--- config.mk ---
export PLATFORM = sky130hd
export DESIGN_NAME = gpio_p456
export DESIGN_NICKNAME = d
export VERILOG_FILES = /design/src/design/gpio_p456_pkg.sv /design/src/design/gpio_p456.sv
export VERILOG_INCLUDE_DIRS = /design/src /design/src/design
export SDC_FILE = /design/constraint.sdc
export NUM_CORES = 1
export LEC_CHECK = 0
export ABC_AREA = 0
export BUFFER_PORTS_ARGS = -buffer_cell sky130_fd_sc_hd__buf_2
export CAP_MARGIN = 5
export CORE_UTILIZATION = 55
export CTS_BUF_LIST = sky130_fd_sc_hd__clkbuf_8 sky130_fd_sc_hd__clkbuf_16
export DETAILED_ROUTE_END_ITERATION = 8
export PLACE_DENSITY_LB_ADDON = 0.05
export SKIP_CTS_REPAIR_TIMING = 1
export SLEW_MARGIN = 20
export SYNTH_ARGS = -nofsm -noshare
export SYNTH_HDL_FRONTEND = slang
export SYNTH_SLANG_ARGS = --single-unit
--- constraint.sdc ---
create_clock -name clk_i -period 2.5 [get_ports clk_i]
set_input_delay 0.125 -clock clk_i [delete_from_list [all_inputs] [get_ports clk_i]]
set_output_delay 0.125 -clock clk_i [all_outputs]
set_load 0.1 [all_outputs]
--- src/design/gpio_p456_consts.svh ---
// constants for the port 3 to 6 pin logic
// Operation
// - port 4 eight pins, four regs, reset zero
// - direction 0 input, 1 output
// - pull-up bit 1 enables pull-up
// - open-drain bit 1 gives open-drain
// - port 6 bit 7 unimplemented
// - debounce enables in bits 4 to 0
// - level needs three agreeing samples
// - debounce suspended during stop mode
// - sample clock comes from port 1 field
// - clock field: fx, fx/4, fx/4096, sub
// - port 3 low: io, segment, serial
// - port 4 high: io, segment, timer, buzzer
// - port 4 low: io, segment, timer 0
// - port 5 high: io, segment, serial 1
// - port 5 low: io, segment, uart transmit
// - port 6 high: pin 5 io for receive
// - port 4 inputs feed interrupts, counters, select
// - port 5 inputs feed uart receive, select
// - port 6 inputs feed interrupts, counter, receive
`ifndef GPIO_P456_CONSTS_SVH
`define GPIO_P456_CONSTS_SVH
`define OFS_P4_PU 16'h009B
`define OFS_P5_PU 16'h009C
`define OFS_P6_PU 16'h009D
`define OFS_P4_DAT 16'h00A0
`define OFS_P5_DAT 16'h00B0
`define OFS_DB_EN 16'h00B7
`define OFS_P6_DAT 16'h00C0
`define OFS_P4_DIR 16'h00C9
`define OFS_P5_DIR 16'h00D1
`define OFS_P6_DIR 16'h00D9
`define OFS_P4_OD 16'h1004
`define OFS_P5_OD 16'h1005
`define OFS_P6_OD 16'h1006
`define OFS_P3_FL 16'h100E
`define OFS_P4_FL 16'h1010
`define OFS_P4_FH 16'h1011
`define OFS_P5_FL 16'h1012
`define OFS_P5_FH 16'h1013
`define OFS_P6_FH 16'h1015
`define MASK_P6 8'h7F
`define MASK_DB 8'h1F
`define MASK_P4_FL 8'h1F
`define MASK_P4_FH 8'h7F
`define MASK_P5_FL 8'h3F
`define MASK_P5_FH 8'h7F
`define MASK_P6_FH 8'h07
`define RESET_VAL 8'h00
`define DIV_SLOW 4096
`define DIV_FAST 4
`endif

--- src/design/gpio_p456_pkg.sv ---
// types for the port 3 to 6 pin logic
package gpio_p456_pkg;
  typedef enum logic [1:0] {
    DEBOUNCE_CLOCK_SELECT_FX = 2'b00,
    DEBOUNCE_CLOCK_SELECT_FX4 = 2'b01,
    DEBOUNCE_CLOCK_SELECT_FX4096 = 2'b10,
    DEBOUNCE_CLOCK_SELECT_SUB = 2'b11
  } debounce_clock_select_t;
  typedef struct packed {
    logic [7:0] p4_dat, p4_dir, p4_pu, p4_od;
    logic [7:0] p5_dat, p5_dir, p5_pu, p5_od;
    logic [7:0] p6_dat, p6_dir, p6_pu, p6_od;
    logic [7:0] db_en, p3_fl, p4_fl, p4_fh, p5_fl, p5_fh, p6_fh;
    logic [31:0] rdat;
    logic ack;
    logic [11:0] div;
    logic [2:0] sub_s;
    logic tick;
    logic [22:0] s1, s2, s3;
    logic [4:0] filt;
    logic [1:0] c0, c1, c2, c3, c4;
    logic [22:0] pin_out, pin_oe, pin_pu;
    logic [3:0] p3_own;
    logic [22:0] pin_in;
    logic [22:0] gate;
  } state_t;
endpackage

--- src/design/gpio_p456.sv ---
// port 3 to 6 pin control, debounce and function steering
`timescale 1ns/10ps
`include "gpio_p456_consts.svh"
module gpio_p456
  import gpio_p456_pkg::*;
(
  input wire logic clk_i,
  input wire logic rst_i,
  input wire logic wb_cyc_i,
  input wire logic wb_stb_i,
  input wire logic wb_we_i,
  input wire logic [15:0] wb_adr_i,
  input wire logic [3:0] wb_sel_i,
  input wire logic [31:0] wb_dat_i,
  output logic [31:0] wb_dat_o,
  output logic wb_ack_o,
  input wire logic [1:0] debounce_clock_select_i,
  input wire logic sub_clk_i,
  input wire logic stop_mode_i,
  input wire logic [22:0] pin_in_i,
  output logic [22:0] pin_out_o,
  output logic [22:0] pin_oe_o,
  output logic [22:0] pin_pu_o,
  input wire logic [22:0] periph_out_i,
  input wire logic [22:0] periph_oe_i,
  output logic [22:0] pin_filtered_o,
  output logic [3:0] p3_periph_sel_o
);
  // pins: [7:0] port 4, [15:8] port 5, [22:16] port 6 bits 6:0
  state_t q, d;
  logic [22:0] io_mode;
  logic [22:0] pdat, pdir, pod;
  logic [22:0] eff;
  logic [7:0] wbyte;
  logic hit;

  function automatic logic is_io2(input logic [1:0] f);
    return f == 2'b00;
  endfunction

  // run length of a level that differs from the accepted one
  function automatic logic [1:0] filt_cnt(input logic [1:0] c,
      input logic cur, input logic smp);
    if (smp == cur) return 2'd0;
    if (c == 2'd2) return 2'd0;
    return c + 2'd1;
  endfunction

  // per-pin io-mode from the function select fields
  always_comb begin
    io_mode = '1;
    io_mode[0] = ~q.p4_fl[0];
    io_mode[1] = ~q.p4_fl[1];
    io_mode[2] = ~q.p4_fl[2];
    io_mode[3] = is_io2(q.p4_fl[4:3]);
    io_mode[4] = is_io2(q.p4_fh[1:0]);
    io_mode[5] = is_io2(q.p4_fh[3:2]);
    io_mode[6] = is_io2(q.p4_fh[5:4]);
    io_mode[7] = ~q.p4_fh[6];
    io_mode[8] = ~q.p5_fl[0];
    io_mode[9] = is_io2(q.p5_fl[2:1]);
    io_mode[10] = ~q.p5_fl[3];
    io_mode[11] = is_io2(q.p5_fl[5:4]);
    io_mode[12] = ~q.p5_fh[0];
    io_mode[13] = is_io2(q.p5_fh[2:1]);
    io_mode[14] = is_io2(q.p5_fh[4:3]);
    io_mode[15] = is_io2(q.p5_fh[6:5]);
    io_mode[21] = ~q.p6_fh[2];
  end

  assign pdat = {q.p6_dat[6:0], q.p5_dat, q.p4_dat};
  assign pdir = {q.p6_dir[6:0], q.p5_dir, q.p4_dir};
  assign pod = {q.p6_od[6:0], q.p5_od, q.p4_od};
  assign hit = wb_cyc_i & wb_stb_i & ~q.ack;
  assign wbyte = wb_dat_i[7:0];

  always_comb begin
    logic [7:0] rv;
    logic tk;
    rv = 8'h00;
    tk = 1'b0;
    d = q;
    d.ack = hit;
    d.rdat = 32'h0;
    unique case (wb_adr_i)
      `OFS_P4_PU: rv = q.p4_pu;
      `OFS_P5_PU: rv = q.p5_pu;
      `OFS_P6_PU: rv = q.p6_pu;
      `OFS_P4_DAT: rv = q.p4_dat;
      `OFS_P5_DAT: rv = q.p5_dat;
      `OFS_DB_EN: rv = q.db_en;
      `OFS_P6_DAT: rv = q.p6_dat;
      `OFS_P4_DIR: rv = q.p4_dir;
      `OFS_P5_DIR: rv = q.p5_dir;
      `OFS_P6_DIR: rv = q.p6_dir;
      `OFS_P4_OD: rv = q.p4_od;
      `OFS_P5_OD: rv = q.p5_od;
      `OFS_P6_OD: rv = q.p6_od;
      `OFS_P3_FL: rv = q.p3_fl;
      `OFS_P4_FL: rv = q.p4_fl;
      `OFS_P4_FH: rv = q.p4_fh;
      `OFS_P5_FL: rv = q.p5_fl;
      `OFS_P5_FH: rv = q.p5_fh;
      `OFS_P6_FH: rv = q.p6_fh;
      default: rv = 8'h00;
    endcase
    if (hit && !wb_we_i) begin
      d.rdat = {24'h0, rv};
    end
    if (hit && wb_we_i && wb_sel_i[0]) begin
      unique case (wb_adr_i)
        `OFS_P4_PU: d.p4_pu = wbyte;
        `OFS_P5_PU: d.p5_pu = wbyte;
        `OFS_P6_PU: d.p6_pu = wbyte & `MASK_P6;
        `OFS_P4_DAT: d.p4_dat = wbyte;
        `OFS_P5_DAT: d.p5_dat = wbyte;
        `OFS_DB_EN: d.db_en = wbyte & `MASK_DB;
        `OFS_P6_DAT: d.p6_dat = wbyte & `MASK_P6;
        `OFS_P4_DIR: d.p4_dir = wbyte;
        `OFS_P5_DIR: d.p5_dir = wbyte;
        `OFS_P6_DIR: d.p6_dir = wbyte & `MASK_P6;
        `OFS_P4_OD: d.p4_od = wbyte;
        `OFS_P5_OD: d.p5_od = wbyte;
        `OFS_P6_OD: d.p6_od = wbyte & `MASK_P6;
        `OFS_P3_FL: d.p3_fl = wbyte;
        `OFS_P4_FL: d.p4_fl = wbyte & `MASK_P4_FL;
        `OFS_P4_FH: d.p4_fh = wbyte & `MASK_P4_FH;
        `OFS_P5_FL: d.p5_fl = wbyte & `MASK_P5_FL;
        `OFS_P5_FH: d.p5_fh = wbyte & `MASK_P5_FH;
        `OFS_P6_FH: d.p6_fh = wbyte & `MASK_P6_FH;
        default: d.p6_fh = q.p6_fh;
      endcase
    end
    // three-stage input capture, stages two and three agree
    d.s1 = pin_in_i;
    d.s2 = q.s1;
    d.s3 = q.s2;
    d.sub_s = {q.sub_s[1:0], sub_clk_i};
    // sample tick chosen by the port 1 clock field
    d.div = q.div + 12'd1;
    unique case (debounce_clock_select_t'(debounce_clock_select_i))
      DEBOUNCE_CLOCK_SELECT_FX: tk = 1'b1;
      DEBOUNCE_CLOCK_SELECT_FX4: tk = (q.div[1:0] == 2'(`DIV_FAST - 1));
      DEBOUNCE_CLOCK_SELECT_FX4096: tk = (q.div == 12'(`DIV_SLOW - 1));
      DEBOUNCE_CLOCK_SELECT_SUB: tk = q.sub_s[1] & ~q.sub_s[2];
    endcase
    d.tick = tk;
    // settled synchronised level, used when filter off
    for (int i = 0; i < 23; i++) begin
      if (q.s2[i] == q.s3[i]) begin
        d.pin_in[i] = q.s3[i];
      end
    end
    // filter: a new level must be seen on three ticks in a row
    if (q.tick && !stop_mode_i) begin
      d.c0 = filt_cnt(q.c0, q.filt[0], d.pin_in[3]);
      d.c1 = filt_cnt(q.c1, q.filt[1], d.pin_in[4]);
      d.c2 = filt_cnt(q.c2, q.filt[2], d.pin_in[5]);
      d.c3 = filt_cnt(q.c3, q.filt[3], d.pin_in[17]);
      d.c4 = filt_cnt(q.c4, q.filt[4], d.pin_in[18]);
      if (q.c0 == 2'd2 && d.pin_in[3] != q.filt[0]) begin
        d.filt[0] = d.pin_in[3];
      end
      if (q.c1 == 2'd2 && d.pin_in[4] != q.filt[1]) begin
        d.filt[1] = d.pin_in[4];
      end
      if (q.c2 == 2'd2 && d.pin_in[5] != q.filt[2]) begin
        d.filt[2] = d.pin_in[5];
      end
      if (q.c3 == 2'd2 && d.pin_in[17] != q.filt[3]) begin
        d.filt[3] = d.pin_in[17];
      end
      if (q.c4 == 2'd2 && d.pin_in[18] != q.filt[4]) begin
        d.filt[4] = d.pin_in[18];
      end
    end
    // pin drive: peripheral owns pin outside io mode
    for (int i = 0; i < 23; i++) begin
      if (io_mode[i]) begin
        d.pin_oe[i] = pdir[i] & ~(pod[i] & pdat[i]);
        d.pin_out[i] = pdat[i] & ~pod[i];
      end else begin
        d.pin_oe[i] = periph_oe_i[i];
        d.pin_out[i] = periph_out_i[i];
      end
    end
    d.pin_pu = {q.p6_pu[6:0], q.p5_pu, q.p4_pu};
    for (int i = 0; i < 4; i++) begin
      d.p3_own[i] = q.p3_fl[2*i +: 2] != 2'b00;
    end
    // peripheral inputs only see pins in io mode, input direction
    d.gate = eff & io_mode & ~pdir;
  end

  // filtered levels feed interrupt, counter and receive inputs
  always_comb begin
    eff = q.pin_in;
    eff[3] = q.db_en[0] ? q.filt[0] : q.pin_in[3];
    eff[4] = q.db_en[1] ? q.filt[1] : q.pin_in[4];
    eff[5] = q.db_en[2] ? q.filt[2] : q.pin_in[5];
    eff[17] = q.db_en[3] ? q.filt[3] : q.pin_in[17];
    eff[18] = q.db_en[4] ? q.filt[4] : q.pin_in[18];
  end

  always_ff @(posedge clk_i) begin
    if (rst_i) begin
      q <= '0;
    end else begin
      q <= d;
    end
  end

  assign wb_dat_o = q.rdat;
  assign wb_ack_o = q.ack;
  assign pin_out_o = q.pin_out;
  assign pin_oe_o = q.pin_oe;
  assign pin_pu_o = q.pin_pu;
  assign pin_filtered_o = q.gate;
  assign p3_periph_sel_o = q.p3_own;
endmodule

==> Word-level counts from Yosys, hierarchy flattened <==
Index checks and enable logic that the tools add are counted.
{ "classes": {"reduce_logical": 50, "muxes": 91, "n_bitwise": 132, "eq_ne": 62, "n_addsub": 6} }
{ "ops": {"columns": ["operator", "count"], "rows": [
  ["== test 16 x 8 -> 1 bit, second input constant", 10],
  ["case mux 8 bit (19 select lines)", 1],
  ["== test 16 x 13 -> 1 bit, second input constant", 9],
  ["AND 1 bit", 72],
  ["2-to-1 mux 1 bit", 69],
  ["NOT 1 bit", 57],
  ["AND reduction 2 bit", 24],
  ["AND 23 bit", 2],
  ["2-to-1 mux 2 bit", 20],
  ["== test 1 bit", 28],
  ["NOT 23 bit", 1],
  ["zero test 2 bit", 10],
  ["== test 2 bit, second input constant", 8],
  ["adder 12 x 1 -> 12 bit, second input constant", 1],
  ["== test 12 bit, second input constant", 1],
  ["adder 2 x 1 -> 2 bit, second input constant", 5],
  ["logical AND 1 bit", 9],
  ["nonzero test 2 bit", 4],
  ["inequality test 1 bit", 5],
  ["case mux 1 bit (4 select lines)", 1],
  ["== test 2 x 1 -> 1 bit, second input constant", 1],
  ["zero test 1 bit", 2],
  ["OR reduction 2 bit", 1]
]} }
{ "word_totals": {"elab_cells": 403, "regBits": 385, "out_inout_bits": 129} }

==> Logic depth before layout (Yosys ltp) <==
Gate-level depths: netlist of run 1.
{ "depth": {"ltp_word": 9, "depth_mapped": 8, "mapped_depth_nobuf": 7} }

==> Least setup slack after synthesis of run 1 <==
OpenSTA, ideal clock, no wires.
{ "synth_path": {"path_type": "register -> register", "start": "register q (netlist bit wb_ack_o)", "end": "register q[300] in the netlist's numbering", "required_ns": 2.372, "setup_ns": 0.128, "arrival_time_ns": 2.268, "setup_slack_ns": 0.104, "stages_incl_launch_ff": 9, "path_buffers": 2, "cell_sequence": "dfxtp_1 > nand3b_1 > inv_1 > and3_1 > clkbuf_1 > clkbuf_1 > nand2_1 > mux2i_1 > nor2_1"} }
{ "synth_via": {"elab_chain_len": 5} }
{ "synth_rtl": {"columns": ["element", "line", "source"], "rows": [
  ["from (decl)", "gpio_p456.sv:30", "state_t q, d;"],
  ["from (signal assigned)", "gpio_p456.sv:207", "q <= '0;"],
  ["from (signal assigned)", "gpio_p456.sv:209", "q <= d;"],
  ["NOT 1 bit", "gpio_p456.sv:74", "assign hit = wb_cyc_i & wb_stb_i & ~q.ack;"],
  ["AND 1 bit", "gpio_p456.sv:74", null],
  ["logical AND 1 bit (2 in series)", "gpio_p456.sv:110", "if (hit && wb_we_i && wb_sel_i[0]) begin"],
  ["AND reduction 2 bit (no line)", null, null]
]} }
Every way passes these cells.
A chain may end at the register's enable or synchronous reset.

==> Worst setup path in the final report of run 1 <==
{ "layout_path": {"start": "register q[207] in the netlist's numbering", "end": "register q[203] in the netlist's numbering"} }
{ "layout_via": {"elab_chain_len": 2} }
{ "layout_rtl": {"columns": ["element", "line", "source"], "rows": [
  ["== test 12 bit / == test 2 bit (equally long branches)", "gpio_p456.sv:144, gpio_p456.sv:143", null],
  ["case mux 1 bit (4 select lines) *", "gpio_p456.sv:141", "unique case (debounce_clock_select_t'(debounce_clock_select_i))"]
]} }
Every way passes the cells marked *; elsewhere a longest branch is shown, timed or not.

==> qor.txt, run 1 <==
Longest Clk Path Bufs - 3
warnings from Yosys - 0
core area - 26000 um2
met1 WL - 18600 um
Post-Synthesis Cells - 1628
P_leak - 7.03 nW
First DRT Iteration DRCs - 1224
GPL Wtd Cong - 0.989
clk sinks - 361
share of layout cells above drive strength 1 - 0.186
final antenna diode count - 0
Final Hold Vio Count - 0
WL/cell - 19.8 um
Placed Cells - 2030
Starting Density - 0.560
number of CTS-inserted buffers - 38
RSZ-0062 raised after global routing - no
initial antenna violation count - 0
Top Metal Used - met4
Synth top area share - 0.497
CTS clock-pin slew for the worst setup and hold paths - 0.06 ns
Setup crit end kind - flip-flop
Final Slew Violations - 0
Yosys reg bits - 361
skew final - 0.0161 ns
Distinct cells, synth - 65
DIE AREA - 27100 um2
nets - 1929
Hold Path Class - in -> reg
vias in the first global route - 10675
Post-synth EDFFs - 0
Root Driver - clkbuf_16
gr usage total - 0.307
CTS tree - built
status - complete, no violations
drt pass-1 iters - 5
ys async rst share - 0
setup tns final - 0 ns
vias - 12074
post-route ant nets - 0
hpwl dp - 29800 um
Worst VDD drop - 713 uV
synthesized area per cell - 8.94 um2
vias per cell - 5.59
Startpoint Class - flip-flop
row count - 59
global route overflow - 0
CP max FO - 4
DR DRC count - 0
max frequency - 452 MHz
PortBufs - 195
met2 WL - 19000 um
Final Critical Period - 2.21 ns
P&R area growth vs syn - 18.5%
chip width - 165 um
CTS H-tree lvls - 2
Worst-Skew Late Latency - 0.53 ns
maxcap violations - 0
final setup violation count - 0
Final Non-Filler Cells - 2160
DRT Wirelength - 42800 um
Critical Path RT - 2.97 ns
Mapped Area - 14500 um2
Setup Crit Path Kind - reg -> reg
sequential area share after synthesis - 0.497
Tightest Pin Transition - 0.847 ns
first-pass GRT wire length - 62400 um
Max-slew headroom - 0.435
largest net degree at the start of global routing - 114
Die Y - 165 um
Top Ports - 259
Pwr per Cell Area - 722 nW/um2
Routed met3 length - 3570 um
top post-synthesis cells by area - dfxtp_1 50%, buf_4 6.7%, mux2i_1 5.7%, nand2_1 4.9%, a21oi_1 4.7%
area leader, netlist - dfxtp_1
dominant synthesized flop cell - dfxtp_1
critical path arrival - 2.68 ns
final worst path period share - 0.885
## per-stage QoR
stage | power, W | worst slack, ns | area [um2] | hold slack, ns | util
2_1_floorplan | 0.00637 | 0.104 | 14600 | 0.236 | -
3_3_place_gp | 0.00654 | 0.177 | 15300 | 0.333 | 0.587
3_5_place_dp | 0.00654 | 0.221 | 15300 | 0.337 | 0.587
4_1_cts | 0.0124 | 0.570 | 16600 | -0.211 | 0.639
5_1_grt | 0.0128 | 0.0270 | 17200 | 0.0902 | 0.663
6_report | 0.0124 | 0.286 | 17200 | 0.0634 | 0.663
## Yosys cell counts (13+ instances only)
cell	count
nor3b_1	19
o21ai_0	46
nor2b_1	107
nor4b_1	18
a21oi_1	136
nor2_1	166
and3_1	15
buf_4	129
nand2_1	191
mux2i_1	83
clkbuf_1	76
dfxtp_1	361
nand3_1	76
a31oi_1	13
## registers in the layout (all words and copies together) (netlist names)
| name | flops |
|---|---|
| d | 71 |
| eff | 18 |
| p3_periph_sel_o | 4 |
| pdat | 23 |
| pdir | 23 |
| pin_filtered_o | 23 |
| pin_oe_o | 23 |
| pin_out_o | 23 |
| pin_pu_o | 23 |
| pod | 23 |
| q | 98 |
| wb_ack_o | 1 |
| wb_dat_o | 8 |
## final timing paths
kind	start	to	slack [ns]	depth (start not counted)
worst max-delay path	q[207]	q[203]	0.29	8
worst min-delay path	rst_i	pin_pu_o[18]	0.06	2
worst max register to register	q[207]	q[203]	0.29	8
worst min register to register	d[175]	d[152]	0.43	1
## cell families (layout without fill, tap and decap cells)
group	Yosys count	after routing	share of synthesized area
AOI/OAI and AO/OA	261	261	0.104
xor gates and xnor gates	15	15	0.00903
adders and majority gates	6	6	0.00430
and+or+nand+nor	672	672	0.235
other	1	24	0.000258
DFF	361	361	0.497
buffers and inverters	227	401	0.0929
muxes	85	85	0.0587
## area by class of cell
class / count / area (um2)
Fill cell: 2171 / 8740
Clock buffer: 48 / 1100
Sequential cell: 361 / 7230
Timing Repair Buffer: 322 / 2150
Multi-Input combinational cell: 1063 / 6060
Inverter: 12 / 45.0
Clock inverter: 19 / 245
Tap cell: 335 / 419
## critical path, stage by stage (launching register included)
cell	delay (ns)
dfxtp_1	0.37
ha_1	0.27
nand2_1	0.07
nor2_1	0.19
nand2_1	0.13
nor3_1	0.18
a31oi_1	0.06
a221oi_1	0.30
dlygate4sd3_1	0.58
## placed cells by master, fill, tap and decap left out, types with 39 or more instances in the layout
master and n:
dfxtp_1 361, buf_2 194, nand2_1 191, nor2_1 166
a21oi_1 136, nor2b_1 107, mux2i_1 83, nand3_1 76
dlygate4sd3_1 63, buf_4 60, o21ai_0 46, clkbuf_16 39
## layer usage
layer  global-route usage  up-vias
li1                     -     5754
met1                0.433     5690
met2                0.466      543
met3               0.0525       87
met4                0.122        0
met5                    0        -
## where the power goes
group / leakage (nW) / total [W] / switching (W) / internal, W
combinational: 3.43 / 0.000671 / 0.000465 / 0.000206
sequential: 2.92 / 0.00583 / 0.0000208 / 0.00581
clock: 0.677 / 0.00595 / 0.00231 / 0.00364
Note: power is estimated with default switching activity, not from simulation.
==> inputs of run 2 (changes only) <==
--- a/config.mk
+++ b/config.mk
@@ -11,2 +11,3 @@
 export CAP_MARGIN = 5
+export CORE_MARGIN = 10
 export CORE_UTILIZATION = 55
==> constraint.sdc (replaced) <==
create_clock -name clk_i -period 2.5 [get_ports clk_i]
set_input_delay 0.5 -clock clk_i [delete_from_list [all_inputs] [get_ports clk_i]]
set_output_delay 0.5 -clock clk_i [all_outputs]
set_load 0.1 [all_outputs]
==> run 2 against run 1 <==
Combinational power shrank 7.2%. Clock-buffer cell count shrank 2. Final cell count shrank 0.56%. Critical path depth grew 1.
==> qor.txt, run 2 (synthesis results as in run 1) <==
number of CTS-inserted buffers - 38 (unchanged)
max frequency - 472 MHz (was 452 MHz)
chip width - 183 um (was 165 um)
clk sinks - 361 (unchanged)
initial antenna violation count - 3 (was 0)
P&R area growth vs syn - 16.8% (was 18.5%)
drt pass-1 iters - 5 (unchanged)
Biggest register - q (unchanged)
gr usage total - 0.260 (was 0.307)
status - complete, no violations (unchanged)
Final Slew Violations - 0 (unchanged)
DRT Wirelength - 45300 um (was 42800 um)
global route overflow - 0 (unchanged)
commonest cells after routing, fill and taps aside - 361 x dfxtp_1, 194 x buf_2, 191 x nand2_1 (unchanged)
skew final - 0.0141 ns (was 0.0161 ns)
DR DRC count - 0 (unchanged)
CTS clock-pin slew for the worst setup and hold paths - 0.06 ns (about the same)
final setup violation count - 0 (unchanged)
Starting Density - 0.558 (was 0.560)
P_leak - 7.03 nW (about the same)
row count - 59 (unchanged)
Multi-input gate area - 6060 um2 (unchanged)
core area - 26100 um2 (was 26000 um2)
Worst VDD drop - 743 uV (was 713 uV)
max FFs per register - 98 (unchanged)
GPL Wtd Cong - 0.990 (was 0.989)
Setup crit end kind - flip-flop (unchanged)
Hold Path Class - in -> reg (unchanged)
WL/cell - 21.1 um (was 19.8 um)
RSZ-0062 raised after global routing - no (unchanged)
Max-slew headroom - 0.386 (was 0.435)
Setup Crit Path Kind - in -> reg (was reg -> reg)
nets - 1917 (was 1929)
first-pass GRT wire length - 68000 um (was 62400 um)
final worst path period share - 0.848 (was 0.885)
Root Driver - clkbuf_16 (unchanged)
Top Ports - 259 (unchanged)
Pwr per Cell Area - 717 nW/um2 (was 722 nW/um2)
Die Y - 183 um (was 165 um)
Tightest Pin Transition - 0.922 ns (was 0.847 ns)
post-route ant nets - 0 (unchanged)
Final Hold Vio Count - 0 (unchanged)
vias in the first global route - 11380 (was 10675)
Final Non-Filler Cells - 2148 (was 2160)
largest net degree at the start of global routing - 98 (was 114)
CTS tree - built (unchanged)
commonest non-fill, non-tap cell in the layout - dfxtp_1 (unchanged)
hpwl dp - 33100 um (was 29800 um)
vias - 12037 (was 12074)
CTS H-tree lvls - 2 (unchanged)
Critical Path RT - 2.90 ns (was 2.97 ns)
Worst-Skew Late Latency - 0.53 ns (about the same)
Final Critical Period - 2.12 ns (was 2.21 ns)
critical path arrival - 2.52 ns (was 2.68 ns)
DIE AREA - 33400 um2 (was 27100 um2)
PortBufs - 195 (unchanged)
First DRT Iteration DRCs - 1267 (was 1224)
Placed Cells - 2081 (was 2030)
share of layout cells above drive strength 1 - 0.212 (was 0.186)
Startpoint Class - input port (was flip-flop)
vias per cell - 5.60 (was 5.59)
maxcap violations - 0 (unchanged)
CP max FO - 7 (was 4)
total power - 0.0122 W (was 0.0124 W)
Register Area - 7230 um2 (unchanged)
Longest Clk Path Bufs - 3 (unchanged)
Layout fillers - 2213 (was 2171)
[run 2: cell count changes in the layout (fill, tap and decap cells not counted), sizes merged]
cell / delta
clkbuf: -2
diode: +1
dlygate4sd3: -63
bufinv: -1
clkinvlp: -1
clkinv: -1
buf: +51
inv: +4
[run 2: worst max-delay path: stages]
cell	delay, ns
buf_2	0.10
or4_1	0.65
buf_4	0.20
nor4_4	0.28
buf_4	0.20
and3_1	0.21
buf_12	0.14
mux2i_1	0.18
nor2_1	0.05
[run 2: final cells by class]
type	instances	share of cell area
sequential	361	0.425
antenna	1	0.000147
clock buffer	46	0.0631
inverter	12	0.00265
clock inverter	20	0.0124
timing repair buffer	310	0.115
multi-input combinational	1063	0.356
tap	335	0.0247
[run 2: final timing paths]
path | endpoint | slack (ns) | depth (start not counted) | start
setup / recovery | pod[20] | 0.38 | 9 | wb_adr_i[10]
hold / removal | d[162] | 0.18 | 2 | pin_in_i[5]
setup reg to reg | pdat[17] | 0.57 | 8 | wb_ack_o
hold reg to reg | d[137] | 0.43 | 1 | d[160]
[run 2: routing by layer]
| layer | vias up | share of wire | GRT usage |
|---|---|---|---|
| li1 | 5729 | - | - |
| met3 | 93 | 0.084 | 0.0554 |
| met4 | 4 | 0.032 | 0.0895 |
| met5 | - | 0.00071 | 0 |
| met2 | 542 | 0.45 | 0.403 |
| met1 | 5669 | 0.44 | 0.350 |
[run 2: stage by stage]
stage                     TNS, ns  setup slack (ns)   util  cell area (um2)  hold WS (ns)
final                           0             0.380  0.652            17000         0.179
after floorplan                 0             0.102      -            14600         0.414
after detailed placement    -4.69            -0.168  0.603            15700         0.423
after global placement      -4.55            -0.166  0.603            15700         0.416
after CTS                       0             0.373  0.652            17000         0.164
after global routing            0             0.258  0.652            17000         0.174
[run 2: power by group]
group	internal [W]	switching, W
Sequential	0.00581	0.0000207
Clock	0.00346	0.00228
Combinational	0.000165	0.000457
